===== config.mk =====
export PLATFORM = sky130hd
export DESIGN_NAME = device_disable_runtime_regs
export DESIGN_NICKNAME = d
export VERILOG_FILES = /design/src/core/ddr_pkg.sv /design/src/core/device_disable_runtime_regs.sv /design/src/core/pin_sync.sv /design/src/core/wp_merge.sv
export VERILOG_INCLUDE_DIRS = /design/src /design/src/core
export SDC_FILE = /design/constraint.sdc
export NUM_CORES = 1
export LEC_CHECK = 0
export ABC_CLOCK_PERIOD_IN_PS = 3650
export BUFFER_PORTS_ARGS = -buffer_cell sky130_fd_sc_hd__buf_2
export CAP_MARGIN = 20
export CORE_MARGIN = 1.5
export CORE_UTILIZATION = 47
export CTS_BUF_LIST = sky130_fd_sc_hd__clkbuf_16
export CTS_CLUSTER_SIZE = 8
export DETAILED_ROUTE_END_ITERATION = 10
export GPL_TIMING_DRIVEN = 0
export PLACE_DENSITY = 0.92
export SYNTH_ARGS = -nofsm -noshare
export SYNTH_HDL_FRONTEND = slang
export SYNTH_HIERARCHICAL = 1
export SYNTH_SLANG_ARGS = --single-unit

===== constraint.sdc =====
create_clock -name clk_sys -period 3.65 [get_ports clk_sys]
set_clock_uncertainty 0.1 [all_clocks]
set_input_delay 0.1825 -clock clk_sys [delete_from_list [all_inputs] [get_ports clk_sys]]
set_output_delay 0.1825 -clock clk_sys [all_outputs]
set_load 0.01 [all_outputs]

===== src/core/ddr_params.svh =====
`ifndef DDR_PARAMS_SVH
`define DDR_PARAMS_SVH

// register word indices; byte address is four times the index
`define SHADOW_IDX     10'h021
`define DISABLE_IDX    10'h022

// field positions in the function disable register
`define DIS_WP_BIT     0
`define DIS_FUNC_LSB   3
`define DIS_FUNC_MSB   7

// stored bits of the disable register; bits 2:1 always read zero
`define DIS_RW_MASK    8'hf9
`define DISABLE_RESET  8'h00

// shadow bits 5:4 are reserved and read zero
`define SHADOW_MASK    8'hcf
`define SHADOW_RESET   8'h00

// lock configuration code that arms the lock pin
`define LOCK_CFG_CODE  2'b01

`endif


===== src/core/ddr_pkg.sv =====
package ddr_pkg;

   typedef enum logic [1:0] {
      RESP_OKAY   = 2'b00,
      RESP_EXOKAY = 2'b01,
      RESP_SLVERR = 2'b10,
      RESP_DECERR = 2'b11
   } resp_type;

   typedef enum logic [1:0] {
      SEL_NONE    = 2'b00,
      SEL_SHADOW  = 2'b01,
      SEL_DISABLE = 2'b11
   } sel_type;

   typedef enum logic {
      CH_IDLE = 1'b0,
      CH_RESP = 1'b1
   } ch_state_type;

endpackage


===== src/core/device_disable_runtime_regs.sv =====
// Added by the designer: the AXI4-Lite register port.
`timescale 1ns/1ps
`include "ddr_params.svh"

// What this block does
// - shadow register at index 21 shows second serial port fifo settings, bits 5:4 zero
// - disable register read-only when lock field is 01 and lock pin is 1
// - disable bits 7:3 at 0 leave activate bits in control; at 1 force off
// - with bit 0 clear, protect comes from the protect pin and the forced bit, the forced bit counting only with ds0 or ds1 high
// - with bit 0 set, media reads as write protected regardless of other sources
// - core protect = ds0 and force, or ds1 and force, or pin, or bit 0
// - disable register bits 2 and 1 always read as zero
// - bit 3 set disables the floppy controller, else activate bit governs
// - bit 4 set disables the midi serial port, else activate bit governs
// - bit 5 set disables the second serial port, else activate bit governs
// - bit 6 set disables the first serial port, else activate bit governs
// - bit 7 set disables the parallel port, else activate bit governs
module device_disable_runtime_regs
   import ddr_pkg::*;
(
   // clock and reset
   input  wire logic              clk_sys,
   input  wire logic              rst,
   // axi4-lite write address
   input  wire logic [11:0]       awaddr,
   input  wire logic [2:0]        awprot,
   input  wire logic              awvalid,
   output logic                   awready,
   // axi4-lite write data
   input  wire logic [31:0]       wdata,
   input  wire logic [3:0]        wstrb,
   input  wire logic              wvalid,
   output logic                   wready,
   // axi4-lite write response
   output ddr_pkg::resp_type      bresp,
   output logic                   bvalid,
   input  wire logic              bready,
   // axi4-lite read address
   input  wire logic [11:0]       araddr,
   input  wire logic [2:0]        arprot,
   input  wire logic              arvalid,
   output logic                   arready,
   // axi4-lite read data
   output logic [31:0]            rdata,
   output ddr_pkg::resp_type      rresp,
   output logic                   rvalid,
   input  wire logic              rready,
   // second serial port fifo control, same clock
   input  wire logic [7:0]        second_serial_fifo_ctrl,
   // lock source
   input  wire logic              lock_control_pin,
   input  wire logic [1:0]        lock_cfg_field,
   // activate bits of the functions
   input  wire logic              floppy_activate,
   input  wire logic              midi_activate,
   input  wire logic              second_serial_activate,
   input  wire logic              first_serial_activate,
   input  wire logic              parallel_activate,
   // write protect sources
   input  wire logic              write_protect_n,
   input  wire logic              drive_select_zero_n,
   input  wire logic              drive_select_one_n,
   input  wire logic              force_write_protect,
   // effective enables and protect
   output logic                   floppy_enable,
   output logic                   midi_enable,
   output logic                   second_serial_enable,
   output logic                   first_serial_enable,
   output logic                   parallel_enable,
   output logic                   write_protect_to_core
);

   import ddr_pkg::*;

   function automatic sel_type decode_sel(input logic [11:0] addr);
      if (addr[11:2] == `SHADOW_IDX)
         return SEL_SHADOW;
      else if (addr[11:2] == `DISABLE_IDX)
         return SEL_DISABLE;
      else
         return SEL_NONE;
   endfunction

   // pin synchronisers
   logic [1:0] pins_s;
   logic       lock_pin_s;
   logic       wp_pin_s;

   pin_sync #(.WIDTH(2)) u_sync (
      .clk_sys      (clk_sys),
      .rst          (rst),
      .pin_in       ({write_protect_n, lock_control_pin}),
      .pin_sync_out (pins_s)
   );

   assign lock_pin_s = pins_s[0];
   assign wp_pin_s   = pins_s[1];

   // state
   ch_state_type wr_state_r, wr_state_nxt;
   ch_state_type rd_state_r, rd_state_nxt;
   logic         aw_got_r, aw_got_nxt;
   logic         w_got_r, w_got_nxt;
   logic [11:0]  waddr_r, waddr_nxt;
   logic [7:0]   wbyte_r, wbyte_nxt;
   logic         wlane_r, wlane_nxt;
   logic         awready_r, awready_nxt;
   logic         wready_r, wready_nxt;
   resp_type     bresp_r, bresp_nxt;
   logic         bvalid_r, bvalid_nxt;
   logic         arready_r, arready_nxt;
   logic [31:0]  rdata_r, rdata_nxt;
   resp_type     rresp_r, rresp_nxt;
   logic         rvalid_r, rvalid_nxt;
   logic [7:0]   disable_r, disable_nxt;
   logic [7:0]   shadow_r, shadow_nxt;
   logic [4:0]   enable_r, enable_nxt;
   logic         wp_core_r, wp_core_nxt;
   logic         locked;
   logic         wr_commit;
   logic         wp_merged;
   logic [4:0]   activate_vec;

   assign locked = (lock_cfg_field == `LOCK_CFG_CODE) && lock_pin_s;
   assign activate_vec = {parallel_activate, first_serial_activate, second_serial_activate,
                          midi_activate, floppy_activate};

   // write channel: address and data taken in either order
   always_comb begin
      aw_got_nxt   = aw_got_r | (awvalid & awready_r);
      w_got_nxt    = w_got_r | (wvalid & wready_r);
      waddr_nxt    = (awvalid & awready_r) ? awaddr : waddr_r;
      wbyte_nxt    = (wvalid & wready_r) ? wdata[7:0] : wbyte_r;
      wlane_nxt    = (wvalid & wready_r) ? wstrb[0] : wlane_r;
      wr_state_nxt = wr_state_r;
      bresp_nxt    = bresp_r;
      bvalid_nxt   = bvalid_r;
      wr_commit    = 1'b0;
      unique case (wr_state_r)
         CH_IDLE: begin
            if (aw_got_nxt && w_got_nxt) begin
               wr_commit    = 1'b1;
               aw_got_nxt   = 1'b0;
               w_got_nxt    = 1'b0;
               bvalid_nxt   = 1'b1;
               wr_state_nxt = CH_RESP;
               unique case (decode_sel(waddr_nxt))
                  SEL_DISABLE: bresp_nxt = RESP_OKAY;
                  SEL_SHADOW:  bresp_nxt = RESP_SLVERR;
                  SEL_NONE:    bresp_nxt = RESP_DECERR;
               endcase
            end
         end
         CH_RESP: begin
            if (bready) begin
               bvalid_nxt   = 1'b0;
               wr_state_nxt = CH_IDLE;
            end
         end
      endcase
      awready_nxt = !aw_got_nxt && (wr_state_nxt == CH_IDLE);
      wready_nxt  = !w_got_nxt && (wr_state_nxt == CH_IDLE);
   end

   // disable register: writes only while unlocked
   always_comb begin
      disable_nxt = disable_r;
      if (wr_commit && wlane_nxt && !locked && decode_sel(waddr_nxt) == SEL_DISABLE)
         disable_nxt = wbyte_nxt & `DIS_RW_MASK;
   end

   // read channel
   always_comb begin
      rd_state_nxt = rd_state_r;
      rdata_nxt    = rdata_r;
      rresp_nxt    = rresp_r;
      rvalid_nxt   = rvalid_r;
      unique case (rd_state_r)
         CH_IDLE: begin
            if (arvalid && arready_r) begin
               rvalid_nxt   = 1'b1;
               rd_state_nxt = CH_RESP;
               unique case (decode_sel(araddr))
                  SEL_SHADOW: begin
                     rdata_nxt = {24'h000000, shadow_r};
                     rresp_nxt = RESP_OKAY;
                  end
                  SEL_DISABLE: begin
                     rdata_nxt = {24'h000000, disable_r};
                     rresp_nxt = RESP_OKAY;
                  end
                  SEL_NONE: begin
                     rdata_nxt = 32'h00000000;
                     rresp_nxt = RESP_DECERR;
                  end
               endcase
            end
         end
         CH_RESP: begin
            if (rready) begin
               rvalid_nxt   = 1'b0;
               rd_state_nxt = CH_IDLE;
            end
         end
      endcase
      arready_nxt = (rd_state_nxt == CH_IDLE);
   end

   // function enables and protect
   wp_merge u_wp (
      .drive_select_zero_n (drive_select_zero_n),
      .drive_select_one_n  (drive_select_one_n),
      .force_write_protect (force_write_protect),
      .write_protect_n     (wp_pin_s),
      .override_protect    (disable_r[`DIS_WP_BIT]),
      .protect_out         (wp_merged)
   );

   always_comb begin
      shadow_nxt  = second_serial_fifo_ctrl & `SHADOW_MASK;
      enable_nxt  = activate_vec & ~disable_r[`DIS_FUNC_MSB:`DIS_FUNC_LSB];
      wp_core_nxt = wp_merged;
   end

   always_ff @(posedge clk_sys or posedge rst) begin
      if (rst) begin
         wr_state_r <= CH_IDLE;
         rd_state_r <= CH_IDLE;
         aw_got_r   <= 1'b0;
         w_got_r    <= 1'b0;
         waddr_r    <= 12'h000;
         wbyte_r    <= 8'h00;
         wlane_r    <= 1'b0;
         awready_r  <= 1'b0;
         wready_r   <= 1'b0;
         bresp_r    <= RESP_OKAY;
         bvalid_r   <= 1'b0;
         arready_r  <= 1'b0;
         rdata_r    <= 32'h00000000;
         rresp_r    <= RESP_OKAY;
         rvalid_r   <= 1'b0;
         disable_r  <= `DISABLE_RESET;
         shadow_r   <= `SHADOW_RESET;
         enable_r   <= 5'h00;
         wp_core_r  <= 1'b0;
      end else begin
         wr_state_r <= wr_state_nxt;
         rd_state_r <= rd_state_nxt;
         aw_got_r   <= aw_got_nxt;
         w_got_r    <= w_got_nxt;
         waddr_r    <= waddr_nxt;
         wbyte_r    <= wbyte_nxt;
         wlane_r    <= wlane_nxt;
         awready_r  <= awready_nxt;
         wready_r   <= wready_nxt;
         bresp_r    <= bresp_nxt;
         bvalid_r   <= bvalid_nxt;
         arready_r  <= arready_nxt;
         rdata_r    <= rdata_nxt;
         rresp_r    <= rresp_nxt;
         rvalid_r   <= rvalid_nxt;
         disable_r  <= disable_nxt;
         shadow_r   <= shadow_nxt;
         enable_r   <= enable_nxt;
         wp_core_r  <= wp_core_nxt;
      end
   end

   assign awready               = awready_r;
   assign wready                = wready_r;
   assign bresp                 = bresp_r;
   assign bvalid                = bvalid_r;
   assign arready               = arready_r;
   assign rdata                 = rdata_r;
   assign rresp                 = rresp_r;
   assign rvalid                = rvalid_r;
   assign floppy_enable         = enable_r[0];
   assign midi_enable           = enable_r[1];
   assign second_serial_enable  = enable_r[2];
   assign first_serial_enable   = enable_r[3];
   assign parallel_enable       = enable_r[4];
   assign write_protect_to_core = wp_core_r;
endmodule


===== src/core/pin_sync.sv =====
`timescale 1ns/1ps

module pin_sync #(
   parameter int WIDTH = 2
) (
   // clock and reset
   input  wire logic             clk_sys,
   input  wire logic             rst,
   // pins and synchronised levels
   input  wire logic [WIDTH-1:0] pin_in,
   output logic      [WIDTH-1:0] pin_sync_out
);

   logic [WIDTH-1:0] stage1_r;
   logic [WIDTH-1:0] stage2_r;

   always_ff @(posedge clk_sys or posedge rst) begin
      if (rst) begin
         stage1_r <= '0;
         stage2_r <= '0;
      end else begin
         stage1_r <= pin_in;
         stage2_r <= stage1_r;
      end
   end

   assign pin_sync_out = stage2_r;

endmodule


===== src/core/wp_merge.sv =====
`timescale 1ns/1ps

module wp_merge (
   // drive selects and protect sources
   input  wire logic drive_select_zero_n,
   input  wire logic drive_select_one_n,
   input  wire logic force_write_protect,
   input  wire logic write_protect_n,
   input  wire logic override_protect,
   // merged level toward the floppy core
   output logic      protect_out
);

   // merged protect level, taken term by term
   assign protect_out = (drive_select_zero_n & force_write_protect) |
                        (drive_select_one_n & force_write_protect) |
                        write_protect_n |
                        override_protect;

endmodule


==> flow_summary.json <==
{
  "rr_startpoint": "waddr_r[4]",
  "synth_area_um2": 2460,
  "fin_crit_sh_pct": 61.8,
  "grt_pass1_vias": 1718,
  "min_period_ns": 2.26,
  "synth.most_common_cell": "dfrtp_1",
  "die-area_um2": 5690,
  "synth_top_area_share_pct": 59.9,
  "maxSlewHeadroom_pct": 54.7,
  "max_clock_freq_mhz": 443,
  "drt-initial-drc-count": 36,
  "tns_ns": 0,
  "ys_top_cells_by_area": "dfrtp_1 (60%), mux2_2 (10%), buf_4 (7.6%)",
  "power_density_nw_per_um2": 635,
  "drtPass1Iterations": 4,
  "place_ws_ns": 1.39,
  "critical_path_peak_fanout": 6,
  "postSynthCellCount": 197,
  "synth_cell_types": 34,
  "dp_hpwl_mm": 3.53,
  "routed_via_density": 4.64,
  "row_count": 26,
  "dominantRegCellSynth": "dfrtp_1",
  "fin_ws_ns": 1.39,
  "grt_pass1_wl_mm": 7.69,
  "synth_area_per_cell_um2": 12.5,
  "rsz0062_at_grt": "false",
  "drive_above_1_share_pct": 44.0,
  "synth_edf_count": 0,
  "via_count": 1841,
  "nets": 415,
  "critical_path_class": "reg -> reg",
  "synth_top_cell_by_area": "dfrtp_1",
  "leakagePower_nw": 1.75,
  "wl_mm": 4.96,
  "whs_ns": 0.00898,
  "grt_max_degree": 37,
  "arrival_ns": 2.35,
  "worst_slew_pin_slew_ns": 0.674,
  "crit_required_ns": 3.74,
  "ys_warn_count": 6,
  "io_buffer_count": 74,
  "clock-sinks": 59,
  "cts_made_buffers": 9,
  "cts_tree": "built",
  "run_status": "finished, final reports clean",
  "ys_seq_elements": 59,
  "ir_worst_vdd_uv": 493,
  "die_w_um": 75.4,
  "root_buffer": "clkbuf_16",
  "ant_nets": 0,
  "drc": 0,
  "gp_congestion": 0.741,
  "clkLatencyLatePin_ns": 0.31,
  "grt-ovfl-total": 0,
  "cts_buffer_depth": 2,
  "ys_seq_area_share_pct": 59.9,
  "grt_util_all_layers_pct": 18.6,
  "area_growth_pct": 41.0,
  "maxCapViolations": 0,
  "holdCritStartpoint": "second_serial_activate",
  "htree_levels": 3,
  "finalHoldViolCount": 0,
  "synthArstFlopShare_pct": 100,
  "diodes": 0,
  "start_util_pct": 48.5,
  "core_um2": 5070,
  "startpoint": "waddr_r[4]",
  "crit_path_end_kind": "register",
  "start_kind": "register",
  "antenna_found_initial": 0,
  "ys_top_cells_by_count": "dfrtp_1 (59), buf_4 (25), mux2_2 (22), nand2_1 (18), o21ai_0 (10)",
  "setup_viol": 0,
  "die_h_um": 75.4,
  "hold_path_class": "in -> reg",
  "drv_slew": 0,
  "post_drt_wl_per_cell_um": 12.5,
  "cts.clk_slew.worst_paths_ns": 0.05,
  "ios": 140
}
==> layout by cell type (no fill, tap or decap), drive strengths merged, types with 2 or more instances in the layout <==
| cell type | n |
|---|---|
| a21o | 2 |
| a21oi | 2 |
| a22oi | 5 |
| buf | 101 |
| clkbuf | 11 |
| clkinv | 4 |
| conb | 24 |
| dfrtp | 59 |
| dlygate4sd3 | 16 |
| inv | 9 |
| mux2 | 22 |
| nand2 | 18 |
| nand3 | 4 |
| nand4 | 2 |
| nor2 | 6 |
| nor2b | 9 |
| nor4 | 3 |
| nor4b | 3 |
| o21ai | 12 |
| or2 | 2 |
| xor2 | 2 |
==> metrics by stage <==
step                      power [W]  instance area [um2]  util [%]  instances
after floorplan             0.00125                 2550         -        220
after global placement      0.00138                 3010      59.3        364
after detailed placement    0.00141                 3030      59.7        365
after CTS                   0.00222                 3470      68.4        397
after global routing        0.00233                 3470      68.4        397
final                       0.00220                 3470      68.4        397
==> layout make-up <==
cell class,count,area (um2)
plain buffers,28,199
clock buffers,9,225
clock inverters,7,60.1
fillers,390,1600
inverters,8,30.0
multi-input cells,125,845
flip-flops and latches,59,1480
well taps,70,87.6
repair buffers,91,551
==> final timing paths <==
path	end	slack, ns	cells past startpoint
max	disable_r[3]	1.39	4
max reg2reg	disable_r[3]	1.39	4
max in group asynchronous	wbyte_r[5]	2.58	4
min in group asynchronous	u_sync/pin_sync_out[0]	0.21	3
min reg2reg	u_sync/pin_sync_out[1]	0.25	0
min	enable_r[2]	0.009	2
==> power by group <==
part           switching (W)  total [W]  internal, W
Sequential         0.0000945   0.000921     0.000827
Combinational       0.000244   0.000498     0.000254
Clock               0.000266   0.000784     0.000518
==> sequential cells by signal, indices dropped and copies added, names as in the netlist <==
signal and flops:
rdata 8, enable_r 5, wready 1, u_sync/pin_sync_out 2, rvalid 1, waddr_r 10
rresp 1, write_protect_to_core 1, bvalid 1, awready 1, wlane_r 1, u_sync/stage1_r 2
bresp 2, disable_r 6, wbyte_r 6, aw_got_r 1, arready 1, wr_state_r 1
rd_state_r 1, w_got_r 1, shadow_r 6
==> logic make-up (layout without fill, tap and decap cells) <==
family                    after synthesis  count (layout)  synth area share [%]
and+or+nand+nor                        52              52                  12.9
muxes                                  22              22                  10.1
buffers and inverters                  36             143                  9.29
other                                   1              24                 0.152
AOI/OAI and AO/OA                      25              25                  6.96
DFF                                    59              59                  59.9
xor gates and xnor gates                2               2                 0.711
==> repair_timing <==
| item | CTS | global route |
|---|---|---|
| hold buffers | 16 | 0 |
| setup buffers | 0 | 0 |
| setup endpoints to repair | 0 | 0 |
| hold endpoints to repair | 37 | 0 |
| resized for setup | 0 | 0 |
==> per-layer routing <==
layer	up-vias	track usage, %	wire length, um
met2	51	32.2	2710
met5	-	0	0
met3	6	4.89	237
li1	884	-	-
met4	0	7.74	40
met1	900	22.1	1980
==> critical path, stage by stage, from the launching register on <==
cell       delay [ns]
dfrtp_1          0.38
nor4b_2          0.35
nand4_1          0.24
a2111oi_4        0.67
mux2_2           0.41
(Power assumes the default switching activity.)
